$ cat config.mk
export PLATFORM = sky130hd
export DESIGN_NAME = vsc_host
export DESIGN_NICKNAME = d
export VERILOG_FILES = /design/src/vsc_pkg.sv /design/src/vsc_host.sv
export SDC_FILE = /design/constraint.sdc
export NUM_CORES = 1
export LEC_CHECK = 0
export ABC_AREA = 1
export BUFFER_PORTS_ARGS = -buffer_cell sky130_fd_sc_hd__buf_2
export CAP_MARGIN = 0
export CELL_PAD_IN_SITES_DETAIL_PLACEMENT = 2
export CELL_PAD_IN_SITES_GLOBAL_PLACEMENT = 2
export CORE_MARGIN = 5
export CORE_UTILIZATION = 33
export CTS_CLUSTER_SIZE = 20
export DETAILED_ROUTE_END_ITERATION = 7
export GPL_TIMING_DRIVEN = 0
export PLACE_DENSITY_LB_ADDON = 0.1
export SYNTH_ARGS = -nofsm -noshare
export SYNTH_HDL_FRONTEND = slang
export SYNTH_SLANG_ARGS = --single-unit
export TNS_END_PERCENT = 100
$ cat constraint.sdc
create_clock -name clk -period 11.5 [get_ports clk]
set_input_delay 0 -clock clk [delete_from_list [all_inputs] [get_ports clk]]
set_output_delay 0 -clock clk [all_outputs]
set_load 0.02 [all_outputs]
$ cat src/vsc_pkg.sv
// Constants, command codes and state types of the video DRAM host controller.
package vsc_pkg;
  // ----------------------------------------------------------------------
  // Register map and fields
  // ----------------------------------------------------------------------
  localparam int vsc_reg_aw = 5;
  localparam logic [4:0] vsc_reg_cmd = 5'h00;
  localparam logic [4:0] vsc_reg_addr = 5'h04;
  localparam logic [4:0] vsc_reg_wdata = 5'h08;
  localparam logic [4:0] vsc_reg_status = 5'h0c;
  localparam logic [4:0] vsc_reg_serial = 5'h10;
  localparam logic [4:0] vsc_reg_data = 5'h14;
  localparam logic [4:0] vsc_reg_ctrl = 5'h18;
  localparam int vsc_lanes_lsb = 4;
  localparam int vsc_col_lsb = 16;
  localparam int vsc_mask_bit = 16;
  localparam int vsc_auto_bit = 0;
  localparam int vsc_clr_bit = 1;
  // ----------------------------------------------------------------------
  // Commands and states
  // ----------------------------------------------------------------------
  typedef enum logic [3:0] {
    vsc_op_read = 4'h0,
    vsc_op_write = 4'h1,
    vsc_op_rd_xfer = 4'h2,
    vsc_op_wr_xfer = 4'h3,
    vsc_op_split_rd = 4'h4,
    vsc_op_stop_column_set_cycle = 4'h5,
    vsc_op_mode_reset_refresh_cycle = 4'h6,
    vsc_op_plain_refresh_cycle = 4'h7,
    vsc_op_row_ref = 4'h8,
    vsc_op_hidden = 4'h9
  } vsc_op_t;
  typedef enum logic [6:0] {
    s_idle = 7'h01, s_setup = 7'h02, s_ras = 7'h04, s_cas = 7'h08,
    s_hpre = 7'h10, s_hras = 7'h20, s_prech = 7'h40
  } vsc_seq_t;
  typedef enum logic [2:0] {q_idle = 3'h1, q_low = 3'h2, q_high = 3'h4} vsc_ser_t;
  // ----------------------------------------------------------------------
  // Timing and reset values
  // ----------------------------------------------------------------------
  localparam int vsc_clk_ns = 10;
  localparam int vsc_t_ras_ns = 70;
  localparam int vsc_t_rp_ns = 50;
  localparam int vsc_t_cas_ns = 20;
  localparam int vsc_t_setup_ns = 10;
  localparam int vsc_sc_half_ns = 60;
  localparam logic [3:0] vsc_ras_cyc = 4'((vsc_t_ras_ns + vsc_clk_ns - 1) / vsc_clk_ns);
  localparam logic [3:0] vsc_rp_cyc = 4'((vsc_t_rp_ns + vsc_clk_ns - 1) / vsc_clk_ns);
  localparam logic [3:0] vsc_cas_cyc = 4'((vsc_t_cas_ns + vsc_clk_ns - 1) / vsc_clk_ns);
  localparam logic [3:0] vsc_setup_cyc = 4'((vsc_t_setup_ns + vsc_clk_ns - 1) / vsc_clk_ns);
  localparam logic [3:0] vsc_sc_half_cyc = 4'((vsc_sc_half_ns + vsc_clk_ns - 1) / vsc_clk_ns);
  localparam logic [3:0] vsc_sync_depth = 4'h3;
  localparam int vsc_refresh_ms = 8;
  localparam int vsc_refresh_rows = 512;
  localparam int vsc_refresh_period_cyc = vsc_refresh_ms * 1000000 / vsc_clk_ns;
  localparam logic [2:0] vsc_bnd_reset = 3'h5;
endpackage

$ cat src/vsc_host.sv
// Host controller that drives a multiport video DRAM through its pins.
module vsc_host #(
  parameter int refresh_period_cycles = vsc_pkg::vsc_refresh_period_cyc
) (
  input wire logic clk,
  input wire logic rstn,
  input wire logic ce,
  input wire logic [vsc_pkg::vsc_reg_aw-1:0] reg_addr,
  input wire logic [31:0] reg_wdata,
  input wire logic reg_wr,
  input wire logic reg_rd,
  output logic [31:0] reg_rdata,
  output logic row_strobe_n,
  output logic column_strobe_n,
  output logic lower_byte_write_strobe_n,
  output logic upper_byte_write_strobe_n,
  output logic special_function_select,
  output logic transfer_output_enable_n,
  output logic [8:0] mem_addr,
  input wire logic [15:0] dq_in,
  output logic [15:0] dq_out,
  output logic dq_oe,
  output logic serial_shift_clock,
  output logic serial_port_enable_n,
  input wire logic [15:0] sdq_in,
  output logic [15:0] sdq_out,
  output logic sdq_oe
);
  import vsc_pkg::*;
  localparam logic [19:0] ref_last = 20'(refresh_period_cycles / vsc_refresh_rows - 1);

  function automatic logic is_cbr(vsc_op_t o);
    return o inside {vsc_op_stop_column_set_cycle, vsc_op_mode_reset_refresh_cycle,
                     vsc_op_plain_refresh_cycle};
  endfunction

  // ----------------------------------------------------------------------
  // Reset release and pin synchronisers
  // ----------------------------------------------------------------------
  logic [1:0] rst_pipe;
  logic rst_n_s;
  always_ff @(posedge clk or negedge rstn)
  begin
    if (!rstn) rst_pipe <= 2'h0;
    else rst_pipe <= {rst_pipe[0], 1'b1};
  end
  assign rst_n_s = rst_pipe[1];

  logic [15:0] dq_s1, dq_s2, dq_s3, dq_st, next_dq_st;
  logic [15:0] sd_s1, sd_s2, sd_s3, sd_st, next_sd_st;
  always_comb
  begin
    next_dq_st = (dq_s3 & ~(dq_s2 ^ dq_s3)) | (dq_st & (dq_s2 ^ dq_s3));
    next_sd_st = (sd_s3 & ~(sd_s2 ^ sd_s3)) | (sd_st & (sd_s2 ^ sd_s3));
  end
  always_ff @(posedge clk or negedge rst_n_s)
  begin
    if (!rst_n_s)
    begin
      {dq_s1, dq_s2, dq_s3, dq_st} <= 64'h0;
      {sd_s1, sd_s2, sd_s3, sd_st} <= 64'h0;
    end
    else if (ce)
    begin
      {dq_s1, dq_s2, dq_s3, dq_st} <= {dq_in, dq_s1, dq_s2, next_dq_st};
      {sd_s1, sd_s2, sd_s3, sd_st} <= {sdq_in, sd_s1, sd_s2, next_sd_st};
    end
  end

  // ----------------------------------------------------------------------
  // Software registers
  // ----------------------------------------------------------------------
  vsc_op_t op_q, next_op_q, cur_op, next_cur_op;
  vsc_seq_t st, next_st;
  vsc_ser_t sst, next_sst;
  logic cmd_pend, next_cmd_pend, ser_pend, next_ser_pend, auto_ref, next_auto_ref;
  logic [1:0] lanes_q, next_lanes_q;
  logic [8:0] row_q, next_row_q;
  logic [7:0] col_q, next_col_q;
  logic [15:0] wdata_q, next_wdata_q, ser_data_q, next_ser_data_q;
  logic ser_mask_q, next_ser_mask_q, clr_miss, seq_go, ser_go, ras_fall, ref_due;
  logic [31:0] next_rdata, status;
  logic [15:0] ram_rd, ser_rd;
  logic [7:0] ptr;
  logic wmode, stop_act, miss, split_pend;
  logic [2:0] bnd_set, bnd_live;

  assign status = {8'h0, ptr, 2'h0, bnd_set, bnd_live, ref_due, miss, stop_act, wmode,
                   ser_pend, cmd_pend, sst != q_idle, st != s_idle};
  assign clr_miss = reg_wr && reg_addr == vsc_reg_ctrl && reg_wdata[vsc_clr_bit];
  always_comb
  begin
    next_op_q = op_q;
    {next_lanes_q, next_row_q, next_col_q} = {lanes_q, row_q, col_q};
    {next_wdata_q, next_ser_data_q, next_ser_mask_q} = {wdata_q, ser_data_q, ser_mask_q};
    next_cmd_pend = cmd_pend && !(seq_go && cmd_pend);
    next_ser_pend = ser_pend && !ser_go;
    next_auto_ref = auto_ref;
    next_rdata = 32'h0;
    if (reg_wr)
      case (reg_addr)
        vsc_reg_cmd: if (!cmd_pend && st == s_idle && reg_wdata[3:0] <= vsc_op_hidden)
        begin
          next_op_q = vsc_op_t'(reg_wdata[3:0]);
          next_lanes_q = reg_wdata[vsc_lanes_lsb +: 2];
          next_cmd_pend = 1'b1;
        end
        vsc_reg_addr:
        begin
          next_row_q = reg_wdata[8:0];
          next_col_q = reg_wdata[vsc_col_lsb +: 8];
        end
        vsc_reg_wdata: next_wdata_q = reg_wdata[15:0];
        vsc_reg_serial: if (!ser_pend && sst == q_idle)
        begin
          next_ser_data_q = reg_wdata[15:0];
          next_ser_mask_q = reg_wdata[vsc_mask_bit];
          next_ser_pend = 1'b1;
        end
        vsc_reg_ctrl: next_auto_ref = reg_wdata[vsc_auto_bit];
        default: ;
      endcase
    if (reg_rd)
      case (reg_addr)
        vsc_reg_cmd: next_rdata = {26'h0, lanes_q, op_q};
        vsc_reg_addr: next_rdata = {8'h0, col_q, 7'h0, row_q};
        vsc_reg_wdata: next_rdata = {16'h0, wdata_q};
        vsc_reg_status: next_rdata = status;
        vsc_reg_serial: next_rdata = {15'h0, ser_mask_q, ser_data_q};
        vsc_reg_data: next_rdata = {ram_rd, ser_rd};
        vsc_reg_ctrl: next_rdata = {31'h0, auto_ref};
        default: next_rdata = 32'h0;
      endcase
  end
  always_ff @(posedge clk or negedge rst_n_s)
  begin
    if (!rst_n_s)
    begin
      op_q <= vsc_op_read;
      {lanes_q, row_q, col_q, wdata_q} <= '0;
      {ser_data_q, ser_mask_q, cmd_pend, ser_pend, auto_ref, reg_rdata} <= '0;
    end
    else if (ce)
    begin
      op_q <= next_op_q;
      {lanes_q, row_q, col_q} <= {next_lanes_q, next_row_q, next_col_q};
      {wdata_q, ser_data_q, ser_mask_q} <= {next_wdata_q, next_ser_data_q, next_ser_mask_q};
      {cmd_pend, ser_pend, auto_ref} <= {next_cmd_pend, next_ser_pend, next_auto_ref};
      reg_rdata <= next_rdata;
    end
  end

  // ----------------------------------------------------------------------
  // Refresh timer
  // ----------------------------------------------------------------------
  logic [19:0] rcnt, next_rcnt;
  logic next_ref_due, tick;
  always_comb
  begin
    tick = rcnt == ref_last;
    next_rcnt = tick ? 20'h0 : rcnt + 20'h1;
    // A tick in the very cycle the due flag is taken still sets it again.
    next_ref_due = (ref_due && !(seq_go && !cmd_pend)) || (tick && auto_ref);
  end
  always_ff @(posedge clk or negedge rst_n_s)
  begin
    if (!rst_n_s) {rcnt, ref_due} <= '0;
    else if (ce) {rcnt, ref_due} <= {next_rcnt, next_ref_due};
  end

  // ----------------------------------------------------------------------
  // Cycle sequencer and memory pins
  // ----------------------------------------------------------------------
  logic [3:0] cnt, next_cnt;
  logic [15:0] next_ram_rd;
  logic n_ras, n_cas, n_lo, n_up, n_sfs, n_oe, n_dqoe, cbr_n, rd_n, ph_row;
  logic [8:0] n_addr;
  always_comb
  begin
    next_st = st;
    next_cur_op = cur_op;
    next_ram_rd = ram_rd;
    next_cnt = (cnt == 4'h0) ? 4'h0 : cnt - 4'h1;
    seq_go = 1'b0;
    unique case (st)
      s_idle: if ((cmd_pend || ref_due) && sst == q_idle)
      begin
        seq_go = 1'b1;
        next_cur_op = cmd_pend ? op_q : vsc_op_plain_refresh_cycle;
        next_st = s_setup;
        next_cnt = vsc_setup_cyc;
      end
      s_setup: if (cnt == 4'h0)
      begin
        next_st = s_ras;
        next_cnt = vsc_ras_cyc;
      end
      s_ras: if (cnt == 4'h0)
      begin
        next_st = (is_cbr(cur_op) || cur_op == vsc_op_row_ref) ? s_prech : s_cas;
        next_cnt = (next_st == s_prech) ? vsc_rp_cyc : vsc_cas_cyc + vsc_sync_depth;
      end
      s_cas: if (cnt == 4'h0)
      begin
        next_ram_rd = dq_st;
        next_st = (cur_op == vsc_op_hidden) ? s_hpre : s_prech;
        next_cnt = vsc_rp_cyc;
      end
      s_hpre: if (cnt == 4'h0)
      begin
        next_st = s_hras;
        next_cnt = vsc_ras_cyc;
      end
      s_hras: if (cnt == 4'h0)
      begin
        next_st = s_prech;
        next_cnt = vsc_rp_cyc;
      end
      s_prech: if (cnt == 4'h0) next_st = s_idle;
    endcase
    ras_fall = next_st inside {s_ras, s_hras} && st != next_st;
    // Every cycle but a RAM-side write, whose lanes fall with the column strobe, is decided by the levels at the row strobe fall.
    cbr_n = is_cbr(next_cur_op);
    rd_n = next_cur_op inside {vsc_op_read, vsc_op_hidden};
    ph_row = next_st inside {s_setup, s_ras};
    n_ras = !(next_st inside {s_ras, s_cas, s_hras});
    n_cas = !(next_st inside {s_cas, s_hpre, s_hras} || (cbr_n && ph_row));
    // Hidden refresh holds column strobe and output enable low across the second row fall.
    n_oe = !((next_cur_op inside {vsc_op_rd_xfer, vsc_op_wr_xfer, vsc_op_split_rd}
              && next_st inside {s_setup, s_ras, s_cas})
             || (rd_n && next_st inside {s_cas, s_hpre, s_hras}));
    n_lo = 1'b1;
    n_up = 1'b1;
    // Byte lanes only on RAM-side writes; write transfers and stop-column sets drive the strobes by the code.
    if (next_cur_op == vsc_op_write && next_st == s_cas)
    begin
      n_lo = !lanes_q[0];
      n_up = !lanes_q[1];
    end
    else if (next_cur_op == vsc_op_wr_xfer && next_st inside {s_setup, s_ras, s_cas})
      {n_up, n_lo} = 2'h0;
    else if (next_cur_op == vsc_op_stop_column_set_cycle && ph_row)
      n_lo = 1'b0;
    n_sfs = ph_row && next_cur_op inside {vsc_op_split_rd, vsc_op_stop_column_set_cycle,
                                          vsc_op_plain_refresh_cycle};
    // Row field carries A2..A6 of the boundary code on a stop-column set.
    n_addr = ph_row ? row_q : (next_st == s_cas ? {1'b0, col_q} : 9'h0);
    n_dqoe = !cbr_n && ((next_cur_op == vsc_op_write && next_st == s_cas)
             || (next_cur_op == vsc_op_wr_xfer && ph_row));
  end
  always_ff @(posedge clk or negedge rst_n_s)
  begin
    if (!rst_n_s)
    begin
      st <= s_idle;
      cur_op <= vsc_op_read;
      {cnt, ram_rd} <= {4'h0, 16'h0};
      {row_strobe_n, column_strobe_n, lower_byte_write_strobe_n} <= 3'h7;
      {upper_byte_write_strobe_n, transfer_output_enable_n} <= 2'h3;
      {special_function_select, mem_addr, dq_out, dq_oe} <= '0;
    end
    else if (ce)
    begin
      st <= next_st;
      cur_op <= next_cur_op;
      {cnt, ram_rd} <= {next_cnt, next_ram_rd};
      {row_strobe_n, column_strobe_n, lower_byte_write_strobe_n} <= {n_ras, n_cas, n_lo};
      {upper_byte_write_strobe_n, transfer_output_enable_n} <= {n_up, n_oe};
      {special_function_select, mem_addr, dq_out, dq_oe} <= {n_sfs, n_addr, wdata_q, n_dqoe};
    end
  end

  // ----------------------------------------------------------------------
  // Serial port and pointer mirror
  // ----------------------------------------------------------------------
  logic [3:0] scnt, next_scnt;
  logic n_sc, n_se, n_soe, at_bnd, next_wmode, next_stop, next_miss, next_spend;
  logic [15:0] n_sout, next_ser_rd;
  logic [7:0] next_ptr, bmask, split_start, next_sstart;
  logic [2:0] next_bset, next_blive;
  always_comb
  begin
    next_sst = sst;
    {n_sc, n_se, n_soe, n_sout} = {serial_shift_clock, serial_port_enable_n, sdq_oe, sdq_out};
    {next_ptr, next_wmode, next_stop, next_bset, next_blive} = {ptr, wmode, stop_act, bnd_set,
                                                                 bnd_live};
    {next_sstart, next_spend, next_ser_rd} = {split_start, split_pend, ser_rd};
    next_miss = miss && !clr_miss;
    next_scnt = (scnt == 4'h0) ? 4'h0 : scnt - 4'h1;
    ser_go = 1'b0;
    bmask = 8'((9'h4 << bnd_live) - 9'h1);
    at_bnd = stop_act ? (ptr & bmask) == bmask : ptr[6:0] == 7'h7f;
    unique case (sst)
      q_idle: if (ser_pend && st == s_idle && !seq_go)
      begin
        ser_go = 1'b1;
        next_sst = q_low;
        next_scnt = vsc_sc_half_cyc;
        n_se = ser_mask_q;
        n_soe = wmode && !ser_mask_q;
        n_sout = ser_data_q;
      end
      q_low: if (scnt == 4'h0)
      begin
        next_sst = q_high;
        next_scnt = vsc_sc_half_cyc;
        n_sc = 1'b1;
        if (at_bnd && split_pend)
        begin
          next_ptr = split_start;
          next_spend = 1'b0;
        end
        else
        begin
          // Without a split transfer the device cannot cross a stop-column boundary, so flag it in stop mode.
          next_miss = next_miss || (at_bnd && stop_act);
          next_ptr = ptr + 8'h1;
        end
      end
      q_high: if (scnt == 4'h0)
      begin
        if (!wmode && !serial_port_enable_n) next_ser_rd = sd_st;
        next_sst = q_idle;
        {n_sc, n_se, n_soe} = 3'h2;
      end
    endcase
    if (ras_fall && st == s_setup)
      unique case (cur_op)
        vsc_op_rd_xfer, vsc_op_wr_xfer:
        begin
          next_ptr = col_q;
          next_wmode = cur_op == vsc_op_wr_xfer;
          next_spend = 1'b0;
        end
        vsc_op_split_rd:
        begin
          next_sstart = {!ptr[7], col_q[6:0]};
          next_spend = 1'b1;
          next_blive = bnd_set;
        end
        vsc_op_stop_column_set_cycle:
        begin
          next_stop = 1'b1;
          next_bset = 3'h0;
          for (int i = 0; i < 5; i++)
            if (row_q[2 + i] && next_bset == 3'(i)) next_bset = next_bset + 3'h1;
        end
        vsc_op_mode_reset_refresh_cycle:
        begin
          next_stop = 1'b0;
          {next_bset, next_blive} = {vsc_bnd_reset, vsc_bnd_reset};
        end
        default: ;
      endcase
  end
  always_ff @(posedge clk or negedge rst_n_s)
  begin
    if (!rst_n_s)
    begin
      sst <= q_idle;
      {scnt, serial_shift_clock, serial_port_enable_n} <= {4'h0, 1'b0, 1'b1};
      {sdq_oe, sdq_out, ptr, wmode, stop_act, miss, split_pend, split_start, ser_rd} <= '0;
      {bnd_set, bnd_live} <= {vsc_bnd_reset, vsc_bnd_reset};
    end
    else if (ce)
    begin
      sst <= next_sst;
      {scnt, serial_shift_clock, serial_port_enable_n} <= {next_scnt, n_sc, n_se};
      {sdq_oe, sdq_out, ptr, wmode, stop_act} <= {n_soe, n_sout, next_ptr, next_wmode, next_stop};
      {miss, split_pend, split_start, ser_rd} <= {next_miss, next_spend, next_sstart, next_ser_rd};
      {bnd_set, bnd_live} <= {next_bset, next_blive};
    end
  end
endmodule // vsc_host

==> out/metrics.yaml, run 1 <==
global_route:
  grt_pass1_vias: 16500
  gr-max-usage-layer: "met2"
  grt_max_degree: 68
  grt_overflow_total: 0
  initial_antenna_violation_count: 1
  gr-usage-met3_pct: 2.77
  grtUsageTotal_pct: 23.3
  met1_capacity_usage_during_global_routing_pct: 30.5
  grt.met2_usage_pct: 41.3
  grt_first_pass_wirelength_um: 97800
critical_path:
  worst_path_dominant_cell_family: "buffers and inverters"
  crit_buf_inv: 6
  timing.setup.critical_path_class: "primary input to flip-flop"
  worst-endpoint-required_ps: 11980
  cpPeakStageDelay_ps: 960
  start_kind: "primary input"
  critical_path.endpoint_type: "flip-flop"
  timing.critical_path.arrival_ps: 4130
  timing.critical_path.cells: "dlygate4sd3_1 -> buf_2 -> nor2_1 -> dlygate4sd3_1 -> inv_1 -> nor3_1 -> inv_1 -> clkbuf_1 -> o22ai_1 -> a21oi_1 -> o21ai_0"
  ff2ff_setup_slack_ps: 8530
  crit_path_top_delay_cell: "sky130_fd_sc_hd__nor3_1"
  critical_path.max_fanout: 10
drt:
  via_per_inst: 5.06
  first_iter_violations: 763
  drc: 0
  wl_per_cell_um: 22.0
  via_count: 14600
  routed_wl_um: 63400
  total_iterations_of_the_first_detailed_routing_run: 5
  drt.antenna.violating_nets: 0
power:
  powerDensity_nw_per_um2: 199
  vdd_drop_max_uv: 87.5
  static-leakage-power_nw: 9.93
synth:
  fraction_of_registers_with_async_set_or_reset_after_synthesis_pct: 100
  count_of_flip_flops_with_a_built_in_enable_after_synthesis: 0
  ys.warnings.count: 0
  yosys_register_bits: 373
  yosysUniqueCellTypes: 51
  ys_seq_area_share_pct: 56.7
  synth.cell_area_um2: 16500
  yosys_most_used_dff: "sky130_fd_sc_hd__dfrtp_1"
  post_synth_inst_count: 1908
  synth.avg_cell_area_um2: 8.65
finish:
  layout-area-overhead-vs-synth_pct: 23.4
  top_register: "reg_rdata"
  num-fill-cells: 5514
  share_of_cells_above_drive_strength_1_pct: 12.9
  stdcell_count: 2883
  largest_register_ffs: 32
  nets: 2258
sta:
  slew_at_the_pin_with_the_worst_max_slew_slack_ps: 1270
  highest_clock_rate_mhz: 274
  finalCritPeriodShare_pct: 31.8
  hold-worst-slack_ps: 50.4
  max_slew_margin_pct: 14.9
  finalSetupViolations: 0
  finalWorstPathRequiredPeriod_ps: 3650
  hold_viol: 0
  final.setup_skew_ps: 13.7
  timing_max_transition_violations_final: 0
  grt_setup_unrepaired: "false"
floorplanning:
  die_x_um: 234
  placeable_core_region_um2: 49800
  num_io_pins: 157
  die_span_in_y_um: 234
  rows: 82
  initial_cell_density_of_the_core_pct: 33.2
  area_enclosed_by_the_die_boundary_um2: 54600
cts:
  post_cts_resize_count: 0
  worst_setup_hold_path_clk_slew_ps: 60
  clock_insertion_delay_worst_skew_ps: 570
  postCtsHoldBufs: 64
  post_cts.repair.setup_buffers: 0
  max-clock-path-buffers: 3
  tritoncts: "yes"
  numCtsBuffers: 46
  cell_at_the_root_of_the_clock_tree: "sky130_fd_sc_hd__clkbuf_16"
  cts-htree-levels: 2
  tritoncts_sinks: 373
placed_design:
  place.gp.congestion: 0.877
  place.port_buffers: 147
  place.detailed.hpwl_um: 46600
  placed_cells_incl_taps: 2734
hold_path:
  worstHoldPathType: "primary input to flip-flop"
run_status:
  outcome: "finished, final reports clean"
run:
  number_of_maximum_capacitance_violations: 0
[worst reg2reg max path, cell delays in order (launching register included)]
cell                      delay, ps
sky130_fd_sc_hd__dfstp_2        380
sky130_fd_sc_hd__nor3_1         510
sky130_fd_sc_hd__inv_1          140
sky130_fd_sc_hd__nor2_2         610
sky130_fd_sc_hd__inv_1          370
sky130_fd_sc_hd__nor2_1         500
sky130_fd_sc_hd__nand2_1        160
sky130_fd_sc_hd__o31ai_1        220
[power by group]
group          internal, mW  switching (mW)
Sequential             1.53           0.186
Clock                 0.851           0.587
Combinational         0.291           0.599
[cell type report]
class | instances | area (um^2) | area share (%)
repair buffers | 217 | 1540 | 7.57
plain buffers | 76 | 320 | 1.57
inverters | 198 | 743 | 3.65
diodes | 1 | 2.50 | 0.0123
well taps | 672 | 841 | 4.13
flip-flops and latches | 373 | 9350 | 45.9
clock buffers | 74 | 1360 | 6.67
multi-input cells | 1262 | 6090 | 29.9
clock inverters | 10 | 113 | 0.553
[cells in the mapped netlist, types with 11 or more instances]
cell	count	area share [%]
sky130_fd_sc_hd__nand2_1	537	12
sky130_fd_sc_hd__nand3_1	52	1.6
sky130_fd_sc_hd__dfrtp_1	361	55
sky130_fd_sc_hd__xor2_1	15	0.80
sky130_fd_sc_hd__inv_1	186	4.2
sky130_fd_sc_hd__a21oi_1	42	1.3
sky130_fd_sc_hd__nand4_1	11	0.42
sky130_fd_sc_hd__o211ai_1	41	1.9
sky130_fd_sc_hd__nor3_1	18	0.55
sky130_fd_sc_hd__o22ai_1	18	0.68
sky130_fd_sc_hd__o21ai_1	11	0.33
sky130_fd_sc_hd__o21ai_0	211	6.4
sky130_fd_sc_hd__o21ai_2	11	0.58
sky130_fd_sc_hd__nor2_1	189	4.3
sky130_fd_sc_hd__a221oi_1	15	0.80
sky130_fd_sc_hd__clkbuf_1	67	1.5
sky130_fd_sc_hd__dfstp_2	12	1.9
[placed cells by master (no fill, tap or decap), types with 8 or more instances in the layout]
cell type / synthesis / routed
sky130_fd_sc_hd__a31oi_1: 9 / 9
sky130_fd_sc_hd__o22ai_1: 18 / 18
sky130_fd_sc_hd__nand4_1: 11 / 11
sky130_fd_sc_hd__clkbuf_8: 0 / 8
sky130_fd_sc_hd__a21oi_1: 42 / 42
sky130_fd_sc_hd__clkbuf_16: 0 / 47
sky130_fd_sc_hd__o211ai_1: 41 / 41
sky130_fd_sc_hd__buf_2: 1 / 148
sky130_fd_sc_hd__dfrtp_1: 361 / 360
sky130_fd_sc_hd__o21ai_0: 211 / 211
sky130_fd_sc_hd__nor2_1: 189 / 189
sky130_fd_sc_hd__inv_1: 186 / 186
sky130_fd_sc_hd__xor2_1: 15 / 15
sky130_fd_sc_hd__nand3_1: 52 / 52
sky130_fd_sc_hd__nor3_1: 18 / 18
sky130_fd_sc_hd__dlygate4sd3_1: 0 / 64
sky130_fd_sc_hd__dfstp_2: 12 / 12
sky130_fd_sc_hd__nand2_1: 537 / 537
sky130_fd_sc_hd__o21ai_2: 11 / 11
sky130_fd_sc_hd__ha_1: 10 / 10
sky130_fd_sc_hd__a221oi_1: 15 / 15
sky130_fd_sc_hd__clkbuf_1: 67 / 86
sky130_fd_sc_hd__o21ai_1: 11 / 11
sky130_fd_sc_hd__inv_2: 9 / 9
sky130_fd_sc_hd__a32o_1: 9 / 9
[cells by family after synthesis]
logic type / share of synthesized area, %
adders and majority gates: 0.758
other: 0.0227
buffers and inverters: 6.45
DFF: 56.7
muxes: 0.0682
xor gates and xnor gates: 0.956
and+or+nand+nor: 20.9
AOI/OAI and AO/OA: 14.2
[per-layer routing]
layer | up-vias | share of wire [%]
met5 | - | 0
met4 | 0 | 2.1
met3 | 81 | 3.3
met2 | 194 | 50
met1 | 7559 | 44
li1 | 6746 | -
[stage by stage]
stage	setup slack (ps)	total power [mW]	utilization, %	setup TNS [ps]	area [um^2]
2_1_floorplan	355	2.26	-	0	16500
3_3_place_gp	-4760	2.56	36.3	-1699500	18100
5_1_grt	7780	4.27	40.9	0	20400
4_1_cts	7880	4.09	40.9	0	20400
3_5_place_dp	8400	2.62	36.7	0	18200
6_report	7850	4.05	40.9	0	20400
[path summary, 6_finish.rpt]
path,from,endpoint,depth (start not counted)
max in group asynchronous,rst_pipe[1],upper_byte_write_strobe_n,3
worst max register to register,sst[0],miss,7
min in group asynchronous,rstn,rst_pipe[1],3
worst max-delay path,reg_addr[1],reg_rdata[19],11
worst min register to register,rst_pipe[0],rst_pipe[1],0
worst min-delay path,reg_wr,lanes_q[1],6
Power figures use the tool's default switching activity.
==> run 2, diff against run 1 <==
ABC_AREA = 0   (was 1)
CORE_UTILIZATION = 40   (was 33)
clock period = 3.65 ns   (was 11.5 ns; I/O delays follow)
==> out/metrics.yaml, run 2 <==
finish:
  top_register: "reg_rdata"
  nets: 1794
  multiInputGateArea_um2: 6730
  ff_latch_area_um2: 9350
  share_of_cells_above_drive_strength_1_pct: 26.9
  antenna_cells_inserted: 0
  stdcell_count: 2277
  layout.cell_area.non_filler_um2: 20200
  layout_common_cells: "sky130_fd_sc_hd__dfrtp_1, sky130_fd_sc_hd__mux2_2, sky130_fd_sc_hd__buf_2, sky130_fd_sc_hd__o21ai_0, sky130_fd_sc_hd__nand2_1"
  layout_commonest_cell: "sky130_fd_sc_hd__dfrtp_1"
  num-fill-cells: 4071
  layout-area-overhead-vs-synth_pct: 22.0
  largest_register_ffs: 32
synth:
  synth_commonest_cells: "sky130_fd_sc_hd__dfrtp_1, sky130_fd_sc_hd__mux2_2, sky130_fd_sc_hd__o21ai_0"
  synthDominantAreaCellType: "sky130_fd_sc_hd__dfrtp_1"
  ys_top_cells_by_area: "sky130_fd_sc_hd__dfrtp_1, sky130_fd_sc_hd__mux2_2, sky130_fd_sc_hd__o21ai_0"
  count_of_flip_flops_with_a_built_in_enable_after_synthesis: 0
  ys_seq_area_share_pct: 56.3
  yosysMostFrequentCell: "sky130_fd_sc_hd__dfrtp_1"
  post_synth_mux_area_share_pct: 14.9
  post_synth_inst_count: 1453
  post_synthesis_compound_gate_area_fraction_pct: 13.2
  fraction_of_registers_with_async_set_or_reset_after_synthesis_pct: 100
  synth-adder-area-share_pct: 0.754
  synth.avg_cell_area_um2: 11.4
  largest_family_of_logic_cells_by_synthesized_area: "multiplexers"
  yosysUniqueCellTypes: 76
  ys.warnings.count: 0
  synth.cell_area_um2: 16600
  yosys_most_used_dff: "sky130_fd_sc_hd__dfrtp_1"
  post_synth_xor_area_fraction_pct: 1.48
  yosys_register_bits: 373
  yosys.area_share.simple_pct: 10.1
  netlist.area_leader.share_pct: 54.4
power:
  vdd_drop_max_uv: 380
  power_report.internal_total_mw: 8.43
  sequentialPowerShare_pct: 45.0
  clock_power_share_pct: 36.7
  powerDensity_nw_per_um2: 609
  switching_power_as_a_share_of_total_power_pct: 31.6
  total_switching_power_mw: 3.89
  comb_power_share_pct: 18.3
  static-leakage-power_nw: 9.39
global_route:
  met1_capacity_usage_during_global_routing_pct: 35.5
  gr-usage-met3_pct: 3.13
  grtUsageTotal_pct: 26.4
  initial_antenna_violation_count: 1
  grt_first_pass_wirelength_um: 92000
  grt_max_degree: 69
  grt.met2_usage_pct: 45.1
  grt_pass1_vias: 14600
  grt_overflow_total: 0
  gr-max-usage-layer: "met2"
drt:
  total_iterations_of_the_first_detailed_routing_run: 7
  drc: 0
  routed_wl_um: 59000
  via_per_inst: 5.64
  wl_per_cell_um: 25.9
  first_iter_violations: 724
  drt.antenna.violating_nets: 0
  via_count: 12800
floorplanning:
  die_span_in_y_um: 214
  die_x_um: 214
  initial_cell_density_of_the_core_pct: 40.5
  num_io_pins: 157
  placeable_core_region_um2: 40900
  area_enclosed_by_the_die_boundary_um2: 45700
  rows: 74
sta:
  slew_at_the_pin_with_the_worst_max_slew_slack_ps: 1300
  finalCritPeriodShare_pct: 94.6
  finalWorstPathRequiredPeriod_ps: 3450
  highest_clock_rate_mhz: 290
  finalSetupViolations: 0
  max_slew_margin_pct: 12.4
  final.setup_skew_ps: 17.6
  hold_viol: 0
  grt_setup_unrepaired: "false"
  timing_max_transition_violations_final: 0
  fin_tns_setup_ps: 0
critical_path:
  reg2reg_to: "sdq_out[15]"
  timing.setup.critical_path_class: "flip-flop to flip-flop"
  start_kind: "flip-flop"
  critical_path.endpoint_type: "flip-flop"
  crit_path_frequent_cell: "sky130_fd_sc_hd__buf_2"
  timing.critical_path.arrival_ps: 3910
  timing.critical_path.cells: "buf_2 -> nor3b_1 -> o21ai_0 -> and3_1 -> and2_2 -> nand2_4 -> buf_2 -> mux2_1"
  worstReg2RegStart: "sst[0]"
  crit_path_top_delay_cell: "sky130_fd_sc_hd__dfstp_2"
  critical_path.max_fanout: 10
  cpPeakStageDelay_ps: 520
  ff2ff_setup_slack_ps: 200
  worst-endpoint-required_ps: 4100
  timing.reg2reg.worst_path_depth: 8
cts:
  numCtsBuffers: 44
  post_cts.repair.setup_buffers: 0
  tritoncts_sinks: 373
  max-clock-path-buffers: 3
  cts-htree-levels: 2
  clock_insertion_delay_worst_skew_ps: 580
  cell_at_the_root_of_the_clock_tree: "sky130_fd_sc_hd__clkbuf_16"
  tritoncts: "yes"
  worst_setup_hold_path_clk_slew_ps: 60
hold_path:
  hold-path-endpoint: "auto_ref"
  hold_path_cells: 4
  worstHoldPathType: "primary input to flip-flop"
  hold_path_startpoint: "reg_wr"
placed_design:
  place.detailed.hpwl_um: 40700
  placed_cells_incl_taps: 2138
  place.port_buffers: 146
  place.gp.congestion: 0.847
  placed_cell_area_um2: 18200
run:
  number_of_maximum_capacitance_violations: 0
run_status:
  outcome: "finished, final reports clean"
-- run 2: worst max path at each step --
stage	from	end	cells after the start
6_report	sst[0]	sdq_out[15]	8
5_1_grt	sst[0]	sdq_out[15]	8
4_1_cts	cnt[0]	lower_byte_write_strobe_n	9
3_5_place_dp	ce	special_function_select	7
3_3_place_gp	rst_pipe[1]	rcnt[8]	0
2_1_floorplan	rst_pipe[1]	asynchronous set/reset pin	0
-- run 2: logic make-up (layout without fill, tap and decap cells) --
kind of cell,Yosys count,in the layout
flops,373,373
compound gates,346,346
simple gates,342,342
mux,222,222
buf+inv,131,422
xor+xnor,28,28
fa+ha+maj,10,10
other cells,1,2
-- run 2: power by group through the flow --
stage | logic [mW] | clock network (mW) | registers, mW
2_1_floorplan | 1.41 | 0 | 5.41
3_3_place_gp | 1.95 | 0 | 5.60
3_5_place_dp | 2.18 | 0 | 5.59
4_1_cts | 2.26 | 4.60 | 5.53
5_1_grt | 2.52 | 4.80 | 5.63
6_report | 2.26 | 4.52 | 5.54
-- run 2: stage by stage --
step                power (mW)  hold WS [ps]  worst slack [ps]  utilization (%)
detailed placement        7.77          -213              -314             44.4
global placement          7.56          -215             -1570             44.0
global route              13.0          57.0              54.2             49.5
CTS                       12.4          12.2               140             49.4
finish                    12.3          58.9               196             49.5
floorplan                 6.82          -296             -18.4                -
-- run 2: cell type report --
cell class	count	area share (%)
timing repair buffer	210	7.30
sequential	373	46.2
buffer	81	1.69
inverter	50	0.927
clock inverter	22	1.17
tap	532	3.29
clock buffer	59	6.17
multi-input combinational	950	33.2
-- run 2: worst max-delay path, delay by kind of cell (launching register included) --
family | cells | cell delay [ps]
multiplexers | 1 | 390
AND/OR/NAND/NOR | 4 | 1320
AO/OA/AOI/OAI | 1 | 470
flip-flops | 1 | 520
buffers and inverters | 2 | 600
-- run 2: routing by layer --
metal	part of all wire (%)	wire length, um
met4	2.9	1720
met2	50	29500
met1	44	25900
met3	3.3	1940
met5	0	0
-- run 2: timing repair --
item | 4_1_cts | 5_1_grt
endpoints found under the hold margin | 92 | 0
hold buffers | 58 | 0
resized for setup | 0 | 1
setup endpoints to repair | 0 | 2
